**src/verilog/ibc_consts.svh**
```systemverilog
// Constants of the two-wire bus protocol core
// Operation
// SDA falling while SCL high is a start; we generate and detect it.
// SDA rising while SCL high is a stop; we generate and detect it.
// Only a master makes start or stop; the slave side never does.
// Bus busy after a start; free only a bus-free time after stop.
// Repeated start keeps the bus busy and acts as a normal start.
// Sampled detection must look at SDA at least twice per SCL period.
// Every byte is exactly eight bits; any number of bytes per transfer.
// Each byte is followed by one acknowledge bit slot.
// Bits move most significant first.
// A slave may hold SCL low; master waits until it is released.
// The master makes every clock pulse, including the ninth.
// Transmitter releases SDA in the ack slot; acker holds it low.
// High ack slot is a NACK; then only stop or repeated start. The core blocks other commands only after a NACK on a write.
// A reading master NACKs the last byte it wants.
// A receiver NACKs when unaddressed, busy or unable to take bytes.
// Each master starts its low count on any SCL fall and holds SCL low.
// Early master waits on low SCL; first to end high pulls SCL low.
// A master starts a transfer only when the bus shows free.
// Sending high but seeing low while SCL high loses arbitration.
// After a loss stop driving and retry when the bus is free.
// Losing in the address phase switches at once to slave operation.
// Slow devices may stretch each low period; masters adapt.
// High-speed mode stretches only between bytes, not within bits.
// SDA stays stable while SCL high except at start and stop.
// Lines are only pulled low or released: wired-AND.
// Any start resets byte sequencing so the next byte is an address.
`ifndef IBC_CONSTS_SVH
`define IBC_CONSTS_SVH
`define IBC_CLK_NS    100
`define IBC_T_LOW_NS  4700
`define IBC_T_HIGH_NS 4000
`define IBC_T_BUF_NS  4700
`define IBC_T_SU_NS   4700
`define IBC_T_HD_NS   4000
`define IBC_T_DAT_NS  300
`define IBC_CYC(ns) (((ns) + `IBC_CLK_NS - 1) / `IBC_CLK_NS)
`define IBC_LOW_CYC  8'(`IBC_CYC(`IBC_T_LOW_NS))
`define IBC_HIGH_CYC 8'(`IBC_CYC(`IBC_T_HIGH_NS))
`define IBC_BUF_CYC  8'(`IBC_CYC(`IBC_T_BUF_NS))
`define IBC_SU_CYC   8'(`IBC_CYC(`IBC_T_SU_NS))
`define IBC_HD_CYC   8'(`IBC_CYC(`IBC_T_HD_NS))
`define IBC_DAT_CYC  8'(`IBC_CYC(`IBC_T_DAT_NS))
`define IBC_ACK_BIT  4'h8
`define IBC_PRE_BIT  4'hF
`define IBC_FIFO_W   8
`define IBC_FIFO_D   8
`endif

```
**src/verilog/ibc_pkg.sv**
```systemverilog
// Types of the two-wire bus protocol core
package ibc_pkg;
    typedef enum logic [1:0] {
        IBC_CMD_START = 2'h0,
        IBC_CMD_WRITE = 2'h1,
        IBC_CMD_READ  = 2'h2,
        IBC_CMD_STOP  = 2'h3
    } ibc_cmd_t;
    typedef enum logic [2:0] {
        IBC_M_IDLE  = 3'h0,
        IBC_M_WFREE = 3'h1,
        IBC_M_HOLD  = 3'h2,
        IBC_M_LOW   = 3'h3,
        IBC_M_HIGH  = 3'h4
    } ibc_mstate_t;
    typedef enum logic [1:0] {
        IBC_ACT_BIT  = 2'h0,
        IBC_ACT_RS   = 2'h1,
        IBC_ACT_STOP = 2'h2
    } ibc_act_t;
endpackage

```
**src/verilog/ibc_core.sv**
```systemverilog
// Two-wire bus protocol engine with receive FIFO
`timescale 1ns/1ns
`include "ibc_consts.svh"

module ibc_fifo #(
    parameter int W = 8,
    parameter int D = 8
) (
    input  wire logic         clk,
    input  wire logic         rst_n,
    input  wire logic         in_valid,
    output logic              in_ready,
    input  wire logic [W-1:0] in_data,
    output logic              out_valid,
    input  wire logic         out_ready,
    output logic [W-1:0]      out_data
);
    localparam int AW = $clog2(D);
    logic [W-1:0] mem [D];
    logic [AW-1:0] wr_q, rd_q;
    logic [AW:0]   cnt_q;
    logic          push, pop;
    assign in_ready  = (cnt_q != (AW+1)'(D));
    assign out_valid = (cnt_q != '0);
    assign out_data  = mem[rd_q];
    assign push = in_valid & in_ready;
    assign pop  = out_valid & out_ready;
    always_ff @(posedge clk) begin
        if (push) begin
            mem[wr_q] <= in_data;
        end
    end
    always_ff @(posedge clk or negedge rst_n) begin
        if (!rst_n) begin
            wr_q  <= '0;
            rd_q  <= '0;
            cnt_q <= '0;
        end else begin
            if (push) begin
                wr_q <= (wr_q == AW'(D - 1)) ? '0 : wr_q + 1'b1;
            end
            if (pop) begin
                rd_q <= (rd_q == AW'(D - 1)) ? '0 : rd_q + 1'b1;
            end
            cnt_q <= cnt_q + (AW+1)'(push) - (AW+1)'(pop);
        end
    end
endmodule // ibc_fifo

module ibc_core (
    input  wire logic              clk,
    input  wire logic              rst_n,
    input  wire logic              scl_i,
    output logic                   scl_o,
    output logic                   scl_oe,
    input  wire logic              sda_i,
    output logic                   sda_o,
    output logic                   sda_oe,
    input  wire logic [6:0]        own_addr,
    input  wire logic              cmd_valid,
    output logic                   cmd_ready,
    input  wire ibc_pkg::ibc_cmd_t cmd,
    input  wire logic [7:0]        cmd_data,
    input  wire logic              cmd_nack,
    output logic                   res_valid,
    output logic                   res_nack,
    output logic                   res_lost,
    output logic                   res_err,
    input  wire logic [7:0]        slv_tx_data,
    output logic                   slv_sel,
    output logic [7:0]             rx_data,
    output logic                   rx_valid,
    input  wire logic              rx_ready,
    output logic                   bus_busy
);
    import ibc_pkg::*;

    logic scl_s1, scl_s2, scl_p, sda_s1, sda_s2, sda_p;
    logic scl_rise, scl_fall, start_det, stop_det;
    logic busy_q, freeing_q;
    logic [7:0] buf_cnt_q;
    ibc_mstate_t m_state_q;
    ibc_act_t    m_act_q;
    logic [7:0]  m_cnt_q, m_sh_q;
    logic [3:0]  m_bit_q;
    logic        m_sda_q, m_scl_q, m_own_q, m_rd_q, m_nack_q;
    logic        m_after_nack_q, accept, arb_lost, push_ok;
    logic        rs_valid_q, rs_nack_q, rs_lost_q, rs_err_q;
    logic [3:0]  s_cnt_q;
    logic [7:0]  s_sh_q, s_tx_q;
    logic        s_addr_q, s_sel_q, s_rd_q, s_sda_q, s_go_q;
    logic        push_q, scl_oe_q, sda_oe_q, rdy_q;
    logic [7:0]  push_data_q;
    logic        fifo_ready;

    // Two stages before any logic; samples SDA eight times per bench SCL
    always_ff @(posedge clk or negedge rst_n) begin
        if (!rst_n) begin
            {scl_s1, scl_s2, scl_p} <= 3'h7;
            {sda_s1, sda_s2, sda_p} <= 3'h7;
        end else begin
            {scl_s1, scl_s2, scl_p} <= {scl_i, scl_s1, scl_s2};
            {sda_s1, sda_s2, sda_p} <= {sda_i, sda_s1, sda_s2};
        end
    end
    assign scl_rise  = scl_s2 & ~scl_p;
    assign scl_fall  = ~scl_s2 & scl_p;
    assign start_det = scl_s2 & scl_p & sda_p & ~sda_s2;
    assign stop_det  = scl_s2 & scl_p & ~sda_p & sda_s2;

    // Bus free only after the bus-free time with no new start
    always_ff @(posedge clk or negedge rst_n) begin
        if (!rst_n) begin
            busy_q    <= 1'b0;
            freeing_q <= 1'b0;
            buf_cnt_q <= 8'h00;
        end else if (start_det) begin
            busy_q    <= 1'b1;
            freeing_q <= 1'b0;
        end else if (stop_det) begin
            freeing_q <= 1'b1;
            buf_cnt_q <= 8'h00;
        end else if (freeing_q) begin
            buf_cnt_q <= buf_cnt_q + 8'h01;
            if (buf_cnt_q == `IBC_BUF_CYC - 8'h01) begin
                busy_q    <= 1'b0;
                freeing_q <= 1'b0;
            end
        end
    end

    assign accept = cmd_valid & rdy_q;
    // Sending a one but reading a zero while SCL is high
    assign arb_lost = (m_state_q == IBC_M_HIGH) && (m_act_q == IBC_ACT_BIT)
                      && !m_rd_q && (m_bit_q < `IBC_ACK_BIT) && m_sh_q[7]
                      && scl_s2 && !sda_s2;

    always_ff @(posedge clk or negedge rst_n) begin
        if (!rst_n) begin
            m_state_q <= IBC_M_IDLE;
            m_act_q   <= IBC_ACT_BIT;
            m_cnt_q   <= 8'h00;
            m_sh_q    <= 8'h00;
            m_bit_q   <= 4'h0;
            m_sda_q   <= 1'b0;
            m_scl_q   <= 1'b0;
            m_own_q   <= 1'b0;
            m_rd_q    <= 1'b0;
            m_nack_q  <= 1'b0;
            m_after_nack_q <= 1'b0;
            rs_valid_q <= 1'b0;
            rs_nack_q  <= 1'b0;
            rs_lost_q  <= 1'b0;
            rs_err_q   <= 1'b0;
        end else begin
            rs_valid_q <= 1'b0;
            rs_lost_q  <= 1'b0;
            rs_err_q   <= 1'b0;
            m_cnt_q    <= m_cnt_q + 8'h01;
            case (m_state_q)
                IBC_M_IDLE: begin
                    if (accept) begin
                        m_cnt_q <= 8'h00;
                        case (cmd)
                            IBC_CMD_START: begin
                                m_act_q <= IBC_ACT_RS;
                                m_state_q <= m_own_q ? IBC_M_LOW
                                                     : IBC_M_WFREE;
                            end
                            IBC_CMD_STOP: begin
                                m_act_q   <= IBC_ACT_STOP;
                                m_state_q <= IBC_M_LOW;
                            end
                            default: begin
                                m_act_q   <= IBC_ACT_BIT;
                                m_sh_q    <= cmd_data;
                                m_rd_q    <= (cmd == IBC_CMD_READ);
                                m_nack_q  <= cmd_nack;
                                m_bit_q   <= 4'h0;
                                m_state_q <= IBC_M_LOW;
                            end
                        endcase
                        // After a NACK on a write only stop or repeated start go
                        if (!m_own_q && cmd != IBC_CMD_START
                            || m_after_nack_q && (cmd == IBC_CMD_WRITE
                            || cmd == IBC_CMD_READ)) begin
                            m_state_q  <= IBC_M_IDLE;
                            rs_valid_q <= 1'b1;
                            rs_err_q   <= 1'b1;
                        end
                    end
                end
                IBC_M_WFREE: begin
                    m_cnt_q <= 8'h00;
                    if (!busy_q) begin
                        m_sda_q   <= 1'b1;
                        m_own_q   <= 1'b1;
                        m_state_q <= IBC_M_HOLD;
                    end
                end
                IBC_M_HOLD: begin
                    if (m_cnt_q == `IBC_HD_CYC - 8'h01) begin
                        m_scl_q    <= 1'b1;
                        m_cnt_q    <= 8'h00;
                        m_after_nack_q <= 1'b0;
                        rs_valid_q <= 1'b1;
                        m_state_q  <= IBC_M_IDLE;
                    end
                end
                IBC_M_LOW: begin
                    m_scl_q <= 1'b1;
                    // Data moves only well inside the low phase
                    if (m_cnt_q == `IBC_DAT_CYC) begin
                        case (m_act_q)
                            IBC_ACT_RS:   m_sda_q <= 1'b0;
                            IBC_ACT_STOP: m_sda_q <= 1'b1;
                            default: begin
                                if (m_bit_q == `IBC_ACK_BIT) begin
                                    m_sda_q <= m_rd_q & ~m_nack_q;
                                end else begin
                                    m_sda_q <= ~m_rd_q & ~m_sh_q[7];
                                end
                            end
                        endcase
                    end
                    if (m_cnt_q == `IBC_LOW_CYC - 8'h01) begin
                        m_scl_q   <= 1'b0;
                        m_cnt_q   <= 8'h00;
                        m_state_q <= IBC_M_HIGH;
                    end
                end
                IBC_M_HIGH: begin
                    if (!scl_s2 && m_cnt_q == 8'h00) begin
                        m_cnt_q <= 8'h00;
                    end else if (!scl_s2) begin
                        // Another master ended its high first
                        m_scl_q   <= 1'b1;
                        m_cnt_q   <= 8'h00;
                        m_state_q <= IBC_M_LOW;
                    end else if (arb_lost) begin
                        m_sda_q   <= 1'b0;
                        m_own_q   <= 1'b0;
                        rs_valid_q <= 1'b1;
                        rs_lost_q  <= 1'b1;
                        m_state_q <= IBC_M_IDLE;
                    end else begin
                        if (m_act_q == IBC_ACT_RS
                            && m_cnt_q == `IBC_SU_CYC - 8'h01) begin
                            m_sda_q   <= 1'b1;
                            m_cnt_q   <= 8'h00;
                            m_state_q <= IBC_M_HOLD;
                        end
                        if (m_act_q == IBC_ACT_STOP
                            && m_cnt_q == `IBC_SU_CYC - 8'h01) begin
                            m_sda_q    <= 1'b0;
                            m_own_q    <= 1'b0;
                            rs_valid_q <= 1'b1;
                            m_state_q  <= IBC_M_IDLE;
                        end
                        if (m_act_q == IBC_ACT_BIT
                            && m_cnt_q == `IBC_HIGH_CYC - 8'h01) begin
                            m_scl_q <= 1'b1;
                            m_cnt_q <= 8'h00;
                            m_bit_q <= m_bit_q + 4'h1;
                            m_state_q <= IBC_M_LOW;
                            if (m_bit_q != `IBC_ACK_BIT) begin
                                m_sh_q <= {m_sh_q[6:0], sda_s2};
                            end else begin
                                // Hold SCL low between bytes only
                                rs_valid_q <= 1'b1;
                                rs_nack_q  <= sda_s2;
                                m_after_nack_q <= sda_s2 & ~m_rd_q;
                                m_state_q  <= IBC_M_IDLE;
                            end
                        end
                    end
                end
                default: m_state_q <= IBC_M_IDLE;
            endcase
        end
    end

    // Slave side: follows every byte, answers only if not the owner
    always_ff @(posedge clk or negedge rst_n) begin
        if (!rst_n) begin
            s_cnt_q  <= 4'h0;
            s_sh_q   <= 8'h00;
            s_tx_q   <= 8'h00;
            s_addr_q <= 1'b0;
            s_sel_q  <= 1'b0;
            s_rd_q   <= 1'b0;
            s_sda_q  <= 1'b0;
            s_go_q   <= 1'b0;
        end else if (start_det) begin
            // The SCL fall that follows a start carries no bit
            s_cnt_q  <= `IBC_PRE_BIT;
            s_addr_q <= 1'b1;
            s_sel_q  <= 1'b0;
            s_sda_q  <= 1'b0;
        end else if (stop_det) begin
            s_addr_q <= 1'b0;
            s_sel_q  <= 1'b0;
            s_sda_q  <= 1'b0;
        end else if (scl_rise && s_cnt_q != `IBC_ACK_BIT) begin
            s_sh_q <= {s_sh_q[6:0], sda_s2};
        end else if (scl_rise) begin
            s_go_q <= ~sda_s2;
        end else if (scl_fall && s_cnt_q == 4'h7) begin
            s_cnt_q <= `IBC_ACK_BIT;
            if (s_addr_q) begin
                // Unaddressed or receiving but full: stay released
                s_sel_q <= (s_sh_q[7:1] == own_addr) & ~m_own_q;
                s_rd_q  <= s_sh_q[0];
                s_sda_q <= (s_sh_q[7:1] == own_addr) & ~m_own_q
                           & (s_sh_q[0] | fifo_ready);
                s_go_q  <= 1'b1;
            end else begin
                s_sda_q <= s_sel_q & ~s_rd_q & fifo_ready;
            end
        end else if (scl_fall && s_cnt_q == `IBC_ACK_BIT) begin
            s_cnt_q  <= 4'h0;
            s_addr_q <= 1'b0;
            s_tx_q   <= {slv_tx_data[6:0], 1'b0};
            s_sda_q  <= s_sel_q & s_rd_q & s_go_q & ~slv_tx_data[7];
            s_sel_q  <= s_sel_q & (~s_rd_q | s_go_q);
        end else if (scl_fall) begin
            s_cnt_q <= s_cnt_q + 4'h1;
            s_tx_q  <= {s_tx_q[6:0], 1'b0};
            s_sda_q <= s_sel_q & s_rd_q & s_go_q & ~s_tx_q[7];
        end
    end

    // Received bytes from either role enter the FIFO at the ack slot
    assign push_ok = (m_state_q == IBC_M_HIGH) && (m_act_q == IBC_ACT_BIT)
                     && m_rd_q && scl_s2 && (m_bit_q == 4'h7)
                     && (m_cnt_q == `IBC_HIGH_CYC - 8'h01);
    always_ff @(posedge clk or negedge rst_n) begin
        if (!rst_n) begin
            push_q      <= 1'b0;
            push_data_q <= 8'h00;
        end else begin
            push_q <= push_ok || (scl_fall && s_cnt_q == 4'h7
                      && !s_addr_q && s_sel_q && !s_rd_q && fifo_ready);
            push_data_q <= push_ok ? {m_sh_q[6:0], sda_s2} : s_sh_q;
        end
    end

    ibc_fifo #(
        .W (`IBC_FIFO_W),
        .D (`IBC_FIFO_D)
    ) u_fifo (
        .clk       (clk),
        .rst_n     (rst_n),
        .in_valid  (push_q),
        .in_ready  (fifo_ready),
        .in_data   (push_data_q),
        .out_valid (rx_valid),
        .out_ready (rx_ready),
        .out_data  (rx_data)
    );

    // Pins only pull low or release; reads wait for FIFO room
    always_ff @(posedge clk or negedge rst_n) begin
        if (!rst_n) begin
            scl_oe_q <= 1'b0;
            sda_oe_q <= 1'b0;
            rdy_q    <= 1'b0;
        end else begin
            scl_oe_q <= m_scl_q & m_own_q;
            sda_oe_q <= m_sda_q | s_sda_q;
            rdy_q    <= (m_state_q == IBC_M_IDLE) && !accept
                        && !rs_valid_q && fifo_ready;
        end
    end
    assign scl_oe    = scl_oe_q;
    assign sda_oe    = sda_oe_q;
    assign scl_o     = 1'b0;
    assign sda_o     = 1'b0;
    assign cmd_ready = rdy_q;
    assign res_valid = rs_valid_q;
    assign res_nack  = rs_nack_q;
    assign res_lost  = rs_lost_q;
    assign res_err   = rs_err_q;
    assign bus_busy  = busy_q;
    assign slv_sel   = s_sel_q;

    start_busy_a: assert property (@(posedge clk) disable iff (!rst_n)
        start_det |=> busy_q) else $error("busy not set by start");
    stop_busy_a: assert property (@(posedge clk) disable iff (!rst_n)
        stop_det |=> busy_q [*3]) else $error("bus freed too early");
    free_start_a: assert property (@(posedge clk) disable iff (!rst_n)
        $rose(m_own_q) |-> !$past(busy_q)) else $error("start on busy bus");
    arb_release_a: assert property (@(posedge clk) disable iff (!rst_n)
        arb_lost |=> !m_sda_q && !m_own_q ##1 !sda_oe_q || s_sda_q)
        else $error("arbitration loss kept driving");
    stretch_wait_a: assert property (@(posedge clk) disable iff (!rst_n)
        (m_state_q == IBC_M_HIGH && !scl_s2 && m_cnt_q == 8'h00)
        |=> m_state_q == IBC_M_HIGH) else $error("stretch ignored");
    sync_low_a: assert property (@(posedge clk) disable iff (!rst_n)
        (m_state_q == IBC_M_HIGH && !scl_s2 && m_cnt_q != 8'h00)
        |=> m_state_q == IBC_M_LOW && m_cnt_q == 8'h00 ##1 scl_oe_q)
        else $error("low count not restarted");
    seq_reset_a: assert property (@(posedge clk) disable iff (!rst_n)
        start_det |=> s_cnt_q == `IBC_PRE_BIT && s_addr_q && !s_sda_q)
        else $error("start did not reset sequencing");
    slave_stop_a: assert property (@(posedge clk) disable iff (!rst_n)
        s_sda_q && !s_rd_q |-> s_cnt_q == `IBC_ACK_BIT)
        else $error("slave drove outside ack slot");
    full_nack_a: assert property (@(posedge clk) disable iff (!rst_n)
        (scl_fall && s_cnt_q == 4'h7 && !fifo_ready && !s_addr_q)
        |=> !s_sda_q) else $error("full receiver acked");
    data_stable_a: assert property (@(posedge clk) disable iff (!rst_n)
        $changed(m_sda_q) && m_state_q == IBC_M_LOW |-> m_scl_q)
        else $error("data changed with clock released");
endmodule // ibc_core

```
**config.mk**
```make
export PLATFORM = sky130hd
export DESIGN_NAME = ibc_core
export DESIGN_NICKNAME = d
export VERILOG_FILES = /design/src/verilog/ibc_pkg.sv /design/src/verilog/ibc_core.sv
export VERILOG_INCLUDE_DIRS = /design/src /design/src/verilog
export SDC_FILE = /design/constraint.sdc
export NUM_CORES = 1
export LEC_CHECK = 0
export BUFFER_PORTS_ARGS = -buffer_cell sky130_fd_sc_hd__buf_2
export CAP_MARGIN = 30
export CORE_MARGIN = 2
export CORE_UTILIZATION = 30
export CTS_CLUSTER_DIAMETER = 100
export DETAILED_ROUTE_END_ITERATION = 8
export SLEW_MARGIN = 10
export SYNTH_ARGS = -nofsm -noshare
export SYNTH_HDL_FRONTEND = slang
export SYNTH_HIERARCHICAL = 1
export SYNTH_SLANG_ARGS = --single-unit
```
**constraint.sdc**
```tcl
create_clock -name clk -period 3.5 [get_ports clk]
set_input_delay 0.175 -clock clk [delete_from_list [all_inputs] [get_ports clk]]
set_output_delay 0.175 -clock clk [all_outputs]
set_load 0.01 [all_outputs]
```
# --- Yosys cells after proc, flatten, opt, wreduce, memory -nomap -nowiden ---
# Memories as Yosys holds them, arrays and structs flattened.
# Cells that the tools add are included.
classes:
  add_sub_neg: 8
  magnitude_cmp: 1
  n_eq_ne: 47
  n_mux: 132
  bitwise_logic: 46
  n_reduce_logical: 79
op_table:
  columns: ["cell", "n"]
  rows:
  - ["$mux 8", 20]
  - ["$mux 1", 72]
  - ["$mux 4", 13]
  - ["$pmux 8 s5", 1]
  - ["$mux 3", 13]
  - ["$reduce_and 6->1", 5]
  - ["$ne 2x2->1 const B", 14]
  - ["$logic_and 1x1->1", 26]
  - ["$eq 8x6->1 const B", 3]
  - ["$and 1x1->1", 23]
  - ["$ne 4x4->1 const B", 5]
  - ["$not 1->1", 20]
  - ["$reduce_bool 2->1", 10]
  - ["$add 8x1->8 const B", 2]
  - ["$pmux 8 s2", 1]
  - ["$ne 3x3->1 const B", 5]
  - ["$pmux 3 s5", 1]
  - ["$reduce_and 5->1", 3]
  - ["$reduce_and 7->1", 2]
  - ["$reduce_and 3->1", 4]
  - ["$reduce_and 4->1", 3]
  - ["$reduce_bool 4->1", 3]
  - ["$eq 3x3->1 const B", 3]
  - ["$pmux 1 s3", 3]
  - ["other kinds (31)", 58]
word_totals:
  regBits: 98
  ram_bits: 64
  input_bits: 32
  output_inout_bits: 20
  wordCells: 354
  memories: 1
mem_list:
  columns: ["name", "words", "width", "rd", "rd_ports_with_merged_regs", "wr", "line_no", "source"]
  rows:
  - ["u_fifo.mem", 8, 8, 1, 0, 1, "ibc_core.sv:19", "logic [W-1:0] mem [D];"]

# --- Depth between registers and ports, before layout ---
# Gate-level depths: netlist (run 1).
depth:
  word_depth: 11
  ltp_mapped: 11
  depth_no_buf: 11

# --- Modules after synthesis ---
# Netlist (run 1), hierarchy kept.
by_module_without_submodules:
  columns: ["module", "instances", "cells_each", "area_per_inst_um2", "seq_area_each_um2"]
  rows:
  - ["ibc_core", 1, 455, 4540.6, 2184.6]
  - ["ibc_fifo", 1, 149, 3091.7, 2172.1]

# --- Worst setup path after synthesis (run 1) ---
# OpenSTA, ideal clock, no wires.
synth_timing:
  path_kind: "register to register"
  start: "reg u_fifo.cnt_q[2]"
  end: "reg u_fifo.cnt_q[2]"
  setup_ns: 0.123
  t_arrival_ns: 2.285
  required_time_ns: 3.377
  path_slack_ns: 1.093
  path_stages_with_launch: 11
  path_buffers: 0
  period_less_slack_ns: 2.407
  cell_sequence: "dfrtp_1 -> inv_1 -> ha_1 -> or3b_2 -> nand2_1 -> inv_1 -> ha_1 -> inv_1 -> ha_1 -> fa_1 -> xor2_1"
synth_via:
  word_cells_on_any_way: 6
  cone_classes: "add/sub (2); eq/ne (1); bitwise (2); reduce/logical (1)"
synth_rtl:
  columns: ["item", "line_no", "source"]
  rows:
  - ["from (decl)", "ibc_core.sv:21", "logic [AW:0] cnt_q;"]
  - ["from (signal assigned)", "ibc_core.sv:45", "cnt_q <= cnt_q + (AW+1)'(push) - (AW+1)'(pop);"]
  - ["$reduce_bool 4->1", "ibc_core.sv:24", "assign out_valid = (cnt_q != '0);"]
  - ["named net rx_valid", "ibc_core.sv:72", "output logic rx_valid,"]
  - ["$and 1x1->1", "ibc_core.sv:27", "assign pop = out_valid & out_ready;"]
  - ["named net u_fifo.pop", "ibc_core.sv:22", "logic push, pop;"]
  - ["$sub 4x1->4", "ibc_core.sv:45", null]
# The timed path passes the listed nets, and every way through them passes these cells.
# A chain may end at the register's enable or synchronous reset.

# --- Worst setup path after layout (run 1) ---
layout_timing:
  start: "reg m_state_q[0]"
  end: "reg m_bit_q[2]"
layout_via:
  elab_chain_len: 9
  word_cells_on_any_way: 17
  cone_classes: "eq/ne (7); mux (1); reduce/logical (9)"
layout_rtl:
  columns: ["item", "line_no", "source"]
  rows:
  - ["from (decl)", "ibc_core.sv:82", "ibc_mstate_t m_state_q;"]
  - ["from (signal assigned)", "ibc_core.sv:167", "m_state_q <= m_own_q ? IBC_M_LOW"]
  - ["$eq 3x3->1", "ibc_core.sv:134, ibc_core.sv:160", null]
  - ["$logic_and 1x1->1", "ibc_core.sv:134", "assign arb_lost = (m_state_q == IBC_M_HIGH) && (m_act_q == IBC_ACT_BIT)"]
  - ["$logic_and 1x1->1", "ibc_core.sv:135", "&& !m_rd_q && (m_bit_q < `IBC_ACK_BIT) && m_sh_q[7]"]
  - ["$logic_and 1x1->1 (4 in series)", "ibc_core.sv:134", null]
  - ["$ne 2x2->1 (no source line)", null, null]
  - ["$reduce_and 7->1 (no source line)", null, null]
  - ["to (signal assigned)", "ibc_core.sv:264", "m_bit_q <= m_bit_q + 4'h1;"]
  - ["to (decl)", "ibc_core.sv:85", "logic [3:0] m_bit_q;"]
# Several ways; a longest one is shown, not always the timed one.

==> metrics.md, run 1 <==
| Metric | Value |
|---|---|
| Ports | 52 |
| # fillers | 2519 |
| Iter 0 DRT Violations | 470 |
| Layout net count | 724 |
| Antenna diode count | 0 |
| Seq cells post-synth | 161 |
| Worst r2r path cells | 5 |
| Die area | 0.0267 sq mm |
| Synthesis-to-finish area growth | 15.6% |
| Core Area | 0.0251 sq mm |
| Post-DP Area | 0.00825 sq mm |
| P_int | 4.31 mW |
| Worst setup margin | 886 ps |
| Max Freq | 0.383 GHz |
| Cell Count Post-Placement | 972 |
| CTS tree | yes |
| CP arrival | 2920 ps |
| Max VDD drop | 0.000359 V |
| Post-synth EDFFs | 64 |
| Setup TNS | 0 ps |
| Synth cell types | 66 |
| Fin util | 0.351 |
| Sequential share of power | 0.453 |
| Die H | 164 um |
| Routed WL | 15700 um |
| Net Sw Power | 2.10 mW |
| Port bufs | 49 |
| Pwr dens | 727 mW/mm^2 |
| Initial antenna violation count | 0 |
| Async set or reset register ratio after synthesis | 0.602 |
| RD Place Congestion | 0.873 |
| Final std cells w/o fill | 1009 |
| Min Tclk post-route | 2610 ps |
| Cell Area, Synth | 0.00763 sq mm |
| WP data required | 3800 ps |
| Fin. Hold Viols | 0 |
| Max Slew Vio Count | 0 |
| Antenna-violating nets left | 0 |
| Sw Share | 0.328 |
| Vias per inst | 4.79 |
| Die width | 164 um |
| Maxcap violations | 0 |
| Num CTS Buffers | 17 |
| Sequential share of the synthesized area | 0.571 |
| Global-route usage over all layers | 0.126 |
| Post-CTS sizing | 0 |
| Largest fanout on the critical path | 17 |
| RSZ-0062 raised after global routing | false |
| Vias in the first global route | 4815 |
| Routed WL per cell | 15.6 um |
| Power Total | 6.41 mW |
| Synth Area per Inst | 12.6 sq um |
| Initial Utilization | 0.304 |
| WHS Path Cells | 3 |
| HPWL Detailed | 11300 um |
| Final setup fails | 0 |
| CTS clock-pin slew for the worst setup and hold paths | 60 ps |
| Finished layout cell area | 0.00882 sq mm |
| Period utilization | 0.747 |
| Rel. slew slack | 0.351 |
| Clock skew | 9.60 ps |
| Outcome | finished clean |
| Crit Path Category | flip-flop to flip-flop |
| Skew-Pair Late Insertion Delay | 420 ps |
| Clock share of power | 0.257 |
| Grt ovf | 0 |
| Worst slack, placed | 927 ps |
| Largest net degree at the start of global routing | 57 |
| Vias | 4831 |
| CTS HTree Levels | 4 |
| Leak | 3.62 nW |
| CTS sink count | 161 |
| Startpoint type of the worst setup path | flip-flop |
| DRC viols | 0 |
| Syn Inst Count | 604 |
| Clock Tree Root | clkbuf_16 |
| Top_reg_cell synth | dfrtp_1 |
| Synth warn | 6 |
| Pre-antenna DRT Iters | 5 |
| Slew @ Worst Pin | 969 ps |
| Gate power share | 0.290 |
| Row cnt | 58 |
| First-pass GRT wire length | 25900 um |
| Crit end category | flip-flop |
| Clk buf depth | 2 |
| Layout cells sized above 1 | 0.233 |
| Hold Slack | 59.2 ps |
| Hold Crit Class | primary input to flip-flop |
cell families (layout without fill, tap and decap cells):
family / Yosys count / in the layout / share of synthesized area
buffers and inverters: 46 / 120 / 0.0280
adder cells (fa/ha/maj): 26 / 26 / 0.0436
AO/OA/AOI/OAI: 66 / 66 / 0.0554
XOR/XNOR: 20 / 20 / 0.0230
AND/OR/NAND/NOR: 210 / 210 / 0.140
multiplexers: 74 / 74 / 0.139
flip-flops: 161 / 161 / 0.571
other: 1 / 2 / 0.000491
critical path, stage by stage (launching register included):
cell and delay, ps:
dfrtp_1 550, or3b_2 690, or4_1 480, a211oi_2 320, nand3b_1 140, mux2_4 310
Yosys cell counts (5+ instances only):
cell / instances / area share
a21o_1: 6 / 0.0059
dfrtp_1: 91 / 0.30
edfxtp_1: 64 / 0.25
xnor2_1: 15 / 0.017
mux2i_1: 12 / 0.016
nand3b_1: 6 / 0.0059
inv_1: 25 / 0.012
dfstp_2: 6 / 0.021
nor4_1: 7 / 0.0057
o21ai_0: 15 / 0.0098
xor2_1: 5 / 0.0057
mux2_2: 37 / 0.055
mux4_2: 8 / 0.024
nor2b_1: 6 / 0.0049
clkbuf_1: 13 / 0.0064
nand2b_1: 7 / 0.0057
ha_1: 25 / 0.041
nand4_1: 9 / 0.0074
mux2_4: 9 / 0.018
mux4_1: 8 / 0.028
nand3_1: 18 / 0.012
and2_1: 5 / 0.0041
nor2_1: 52 / 0.026
a21oi_1: 20 / 0.013
nand2_1: 59 / 0.029
nor3_1: 11 / 0.0072
worst paths after layout:
path                                          startpoint                   endpoint  slack [ps]
worst min register to register          sda_s1$_DFF_PN1_           sda_s2$_DFF_PN1_         350
min in group asynchronous                          rst_n  u_fifo/cnt_q[2]$_DFF_PN0_         360
worst min-delay path                      slv_tx_data[4]      s_tx_q[5]$_DFFE_PN0P_          60
max in group asynchronous                          rst_n            scl_p$_DFF_PN1_        2330
worst max-delay path            m_state_q[0]$_DFFE_PN0P_     m_bit_q[2]$_DFFE_PN0P_         890
worst max register to register  m_state_q[0]$_DFFE_PN0P_     m_bit_q[2]$_DFFE_PN0P_         890
metal layers:
| metal | track usage | vias up | wire length, um |
|---|---|---|---|
| met2 | 0.200 | 97 | 7630 |
| met1 | 0.170 | 2388 | 7260 |
| met5 | 0 | - | 0 |
| li1 | - | 2329 | - |
| met3 | 0.0287 | 17 | 626 |
| met4 | 0.0411 | 0 | 212 |
sequential cells by signal, summed over array words and instances (netlist names), 2 cells and up:
signal        cells
u_fifo/mem       64
buf_cnt_q         8
m_cnt_q           8
m_sh_q            8
push_data_q       8
s_sh_q            8
s_tx_q            7
m_bit_q           4
s_cnt_q           4
u_fifo/cnt_q      4
m_state_q         3
u_fifo/rd_q       3
u_fifo/wr_q       3
m_act_q           2
power groups by stage:
stage                     Sequential [mW]  Combinational, mW  Clock [mW]
final                                2.90               1.86        1.65
after global routing                 2.99               2.08        1.78
after CTS                            2.91               1.89        1.70
after detailed placement             2.94               1.87           0
after global placement               2.92               1.84           0
after floorplan                      2.71               1.57           0
placed cells by master, fill, tap and decap left out, drive strengths merged, types with 3 or more instances in the layout:
master and count:
ha 25, nor2 52, mux2 46, and3b 3
nor3 12, clkinvlp 4, mux2i 12, edfxtp 64
nor4b 4, or3b 3, buf 58, dfrtp 91
and2 5, nand2b 7, a21oi 20, dlygate4sd3 5
xnor2 15, a21o 6, o21ai 16, mux4 16
a31oi 4, nand3 18, clkinv 5, nor4 7
clkbuf 20, nand2 60, inv 28, xor2 5
and3 5, nand3b 6, a211oi 4, nor3b 4
o22ai 3, dfstp 6, nor2b 6, nand4 9
layout make-up:
| cell class | count | area, sq um | area share |
|---|---|---|---|
| Clock buffer | 20 | 437 | 0.0495 |
| Clock inverter | 12 | 83.8 | 0.00950 |
| Inverter | 25 | 93.8 | 0.0106 |
| Multi-Input combinational cell | 398 | 3080 | 0.349 |
| Sequential cell | 161 | 4360 | 0.494 |
| Tap cell | 330 | 413 | 0.0468 |
| Timing Repair Buffer | 63 | 365 | 0.0414 |
timing repair:
item,CTS,global route
hold buffers,5,0
endpoints found under the setup margin,0,0
buffers inserted,0,0
endpoints found under the hold margin,53,0
Power figures use the tool's default switching activity.
==> inputs of run 2 (changes only) <==
==> constraint.sdc (replaced) <==
create_clock -name clk -period 2.5 [get_ports clk]
set_input_delay 0.125 -clock clk [delete_from_list [all_inputs] [get_ports clk]]
set_output_delay 0.125 -clock clk [all_outputs]
set_load 0.01 [all_outputs]
==> metrics.md, run 2 (synthesis results as in run 1) <==
| Metric | Value |
|---|---|
| Clock Tree Root | clkbuf_16 |
| Antenna diode count | 0 (unchanged) |
| Worst slack, placed | 98.4 ps (-829 ps) |
| Synthesis-to-finish area growth | 18.5% |
| Hold Crit Class | primary input to flip-flop |
| Grt ovf | 0 (unchanged) |
| Pwr dens | 1010 mW/mm^2 (+39%) |
| Sequential share of power | 0.436 (-0.017) |
| Antenna-violating nets left | 0 (unchanged) |
| Power Total | 9.16 mW (+43%) |
| Min Tclk post-route | 2390 ps (-223 ps) |
| P_int | 6.16 mW (+43%) |
| Gate power share | 0.306 (+0.016) |
| Layout cells sized above 1 | 0.261 (+0.0283) |
| Fin. Hold Viols | 0 (unchanged) |
| Max Slew Vio Count | 0 (unchanged) |
| RR Endpoint | m_bit_q[2]$_DFFE_PN0P_ |
| Hold Slack | 19.4 ps (-39.8 ps) |
| Worst path max stage delay | 560 ps (-130 ps) |
| Maxcap violations | 0 (unchanged) |
| First-pass GRT wire length | 25400 um (-1.9%) |
| DRC viols | 0 (unchanged) |
| Outcome | finished clean |
| Clk buf depth | 2 (unchanged) |
| Period utilization | 0.956 (+0.210) |
| Port bufs | 49 (unchanged) |
| Global-route usage over all layers | 0.123 (-0.00217) |
| WP data required | 2810 ps (-990 ps) |
| CP Cell Sequence | or4b_4 -> or4_1 -> a211oi_2 -> nand3b_1 -> mux2_4 |
| CTS tree | yes |
| Layout net count | 750 (+3.6%) |
| Crit Path Category | flip-flop to flip-flop |
| Row cnt | 58 (unchanged) |
| Startpoint type of the worst setup path | flip-flop |
| Net Sw Power | 3.00 mW (+43%) |
| RSZ-0062 raised after global routing | false |
| Largest Register | u_fifo/mem |
| CTS HTree Levels | 4 (unchanged) |
| CTS sink count | 161 (unchanged) |
| Crit end category | flip-flop |
| Rel. slew slack | 0.378 (+0.0265) |
| Final setup fails | 0 (unchanged) |
| CP arrival | 2700 ps (-220 ps) |
| Core Area | 0.0251 sq mm (unchanged) |
| Worst setup margin | 109 ps (-777 ps) |
| RD Place Congestion | 0.850 (-2.6%) |
| Commonest non-fill, non-tap cell in the layout | dfrtp_1 |
| Hold Startpoint | slv_tx_data[5] |
| Sw Share | 0.328 (about the same) |
| Num CTS Buffers | 17 (unchanged) |
| Routed WL | 15600 um (-0.95%) |
| WHS Endpoint | s_tx_q[6]$_DFFE_PN0P_ |
| Setup TNS | 0 ps (unchanged) |
| CTS clock-pin slew for the worst setup and hold paths | 70 ps (about the same) |
| Initial antenna violation count | 0 (unchanged) |
| Largest register FFs | 64 (unchanged) |
| Die width | 164 um (unchanged) |
| Largest fanout on the critical path | 4 (-13) |
| Ports | 52 (unchanged) |
| Reg-to-Reg Start | m_cnt_q[7]$_DFF_PN0_ |
| Clock skew | 6.18 ps (-3.42 ps) |
| Max Freq | 0.418 GHz (+9.3%) |
| Die area | 0.0267 sq mm (unchanged) |
| R2R Setup Slk | 110 ps (-780 ps) |
| WHS Path Cells | 3 (unchanged) |
| Max VDD drop | 0.000546 V (+52%) |
| Crit-path slowest cell | or4_1 |
| Die H | 164 um (unchanged) |
| Skew-Pair Late Insertion Delay | 430 ps (about the same) |
| Largest net degree at the start of global routing | 56 (-1.8%) |
| Setup bufs post-CTS | 0 (unchanged) |
| Vias per inst | 4.66 (-2.6%) |
| Routed WL per cell | 15.1 um (-3.4%) |
| Initial Utilization | 0.304 (unchanged) |
| Vias | 4828 (-0.062%) |
| Slew @ Worst Pin | 930 ps (-39.6 ps) |
| Vias in the first global route | 4916 (+2.1%) |
| Clock share of power | 0.258 (about the same) |
| Worst r2r path cells | 5 (unchanged) |
| Commonest cells after routing, fill and taps aside | 91 x dfrtp_1, 64 x edfxtp_1, 59 x nand2_1 |
| HPWL Detailed | 11100 um (-1.0%) |
| Leak | 3.77 nW (+4.2%) |
| Iter 0 DRT Violations | 303 (-36%) |
| Pre-antenna DRT Iters | 4 (-1) |
[run 2: changes by cell type in the layout (fill, tap and decap cells not counted), sizes merged]
cell,before,now
buf,58,81
clkinv,5,8
clkinvlp,4,2
dlygate4sd3,5,8
clkbuf,20,18
inv,28,29
[run 2: stage by stage]
| step | utilization | std cells | area (sq um) |
|---|---|---|---|
| global placement | 0.335 | 993 | 8420 |
| floorplan | - | 605 | 7640 |
| detailed placement | 0.336 | 995 | 8430 |
| global route | 0.360 | 1035 | 9040 |
| finish | 0.360 | 1035 | 9040 |
| CTS | 0.360 | 1035 | 9040 |
[run 2: critical path, delay by kind of cell, from the launching register on]
family             cells  cell delay (ps)
DFF                    1              410
and+or+nand+nor        3             1250
muxes                  1              310
AOI/OAI and AO/OA      1              310
[run 2: timing repair]
item | 4_1_cts | 5_1_grt
hold buffers | 8 | 0
gates resized for setup | 0 | 1
endpoints found under the setup margin | 0 | 1
hold endpoints to repair | 49 | 0
[run 2: area by class of cell]
type	instances	area (sq um)
well taps	330	413
clock buffers	18	429
clock inverters	14	106
flip-flops and latches	161	4360
repair buffers	89	576
inverters	25	93.8
fillers	2480	16100
multi-input cells	398	3070
[run 2: how the worst max path moves through the flow]
| stage | slack [ps] | startpoint | to |
|---|---|---|---|
| floorplan | 90 | u_fifo/cnt_q[2]$_DFF_PN0_ | u_fifo/cnt_q[2]$_DFF_PN0_ |
| global placement | 150 | u_fifo/cnt_q[2]$_DFF_PN0_ | u_fifo/cnt_q[2]$_DFF_PN0_ |
| detailed placement | 100 | u_fifo/cnt_q[2]$_DFF_PN0_ | u_fifo/cnt_q[2]$_DFF_PN0_ |
| CTS | 80 | u_fifo/cnt_q[2]$_DFF_PN0_ | u_fifo/cnt_q[2]$_DFF_PN0_ |
| global route | 5 | u_fifo/cnt_q[2]$_DFF_PN0_ | u_fifo/cnt_q[2]$_DFF_PN0_ |
| finish | 110 | m_cnt_q[7]$_DFF_PN0_ | m_bit_q[2]$_DFFE_PN0P_ |
[run 2: power by group through the flow]
stage	combinational [mW]	sequential (mW)	clock, mW
floorplan	2.20	3.79	0
global placement	2.77	4.03	0
detailed placement	2.80	4.05	0
CTS	2.83	4.01	2.44
global route	3.13	4.11	2.55
finish	2.80	3.99	2.37
[run 2: metal layers]
metal | up-vias | wire [um] | track usage
met5 | - | 0 | 0
met4 | 0 | 198 | 0.0463
met3 | 16 | 604 | 0.0241
met2 | 79 | 7670 | 0.207
met1 | 2363 | 7110 | 0.158
li1 | 2370 | - | -
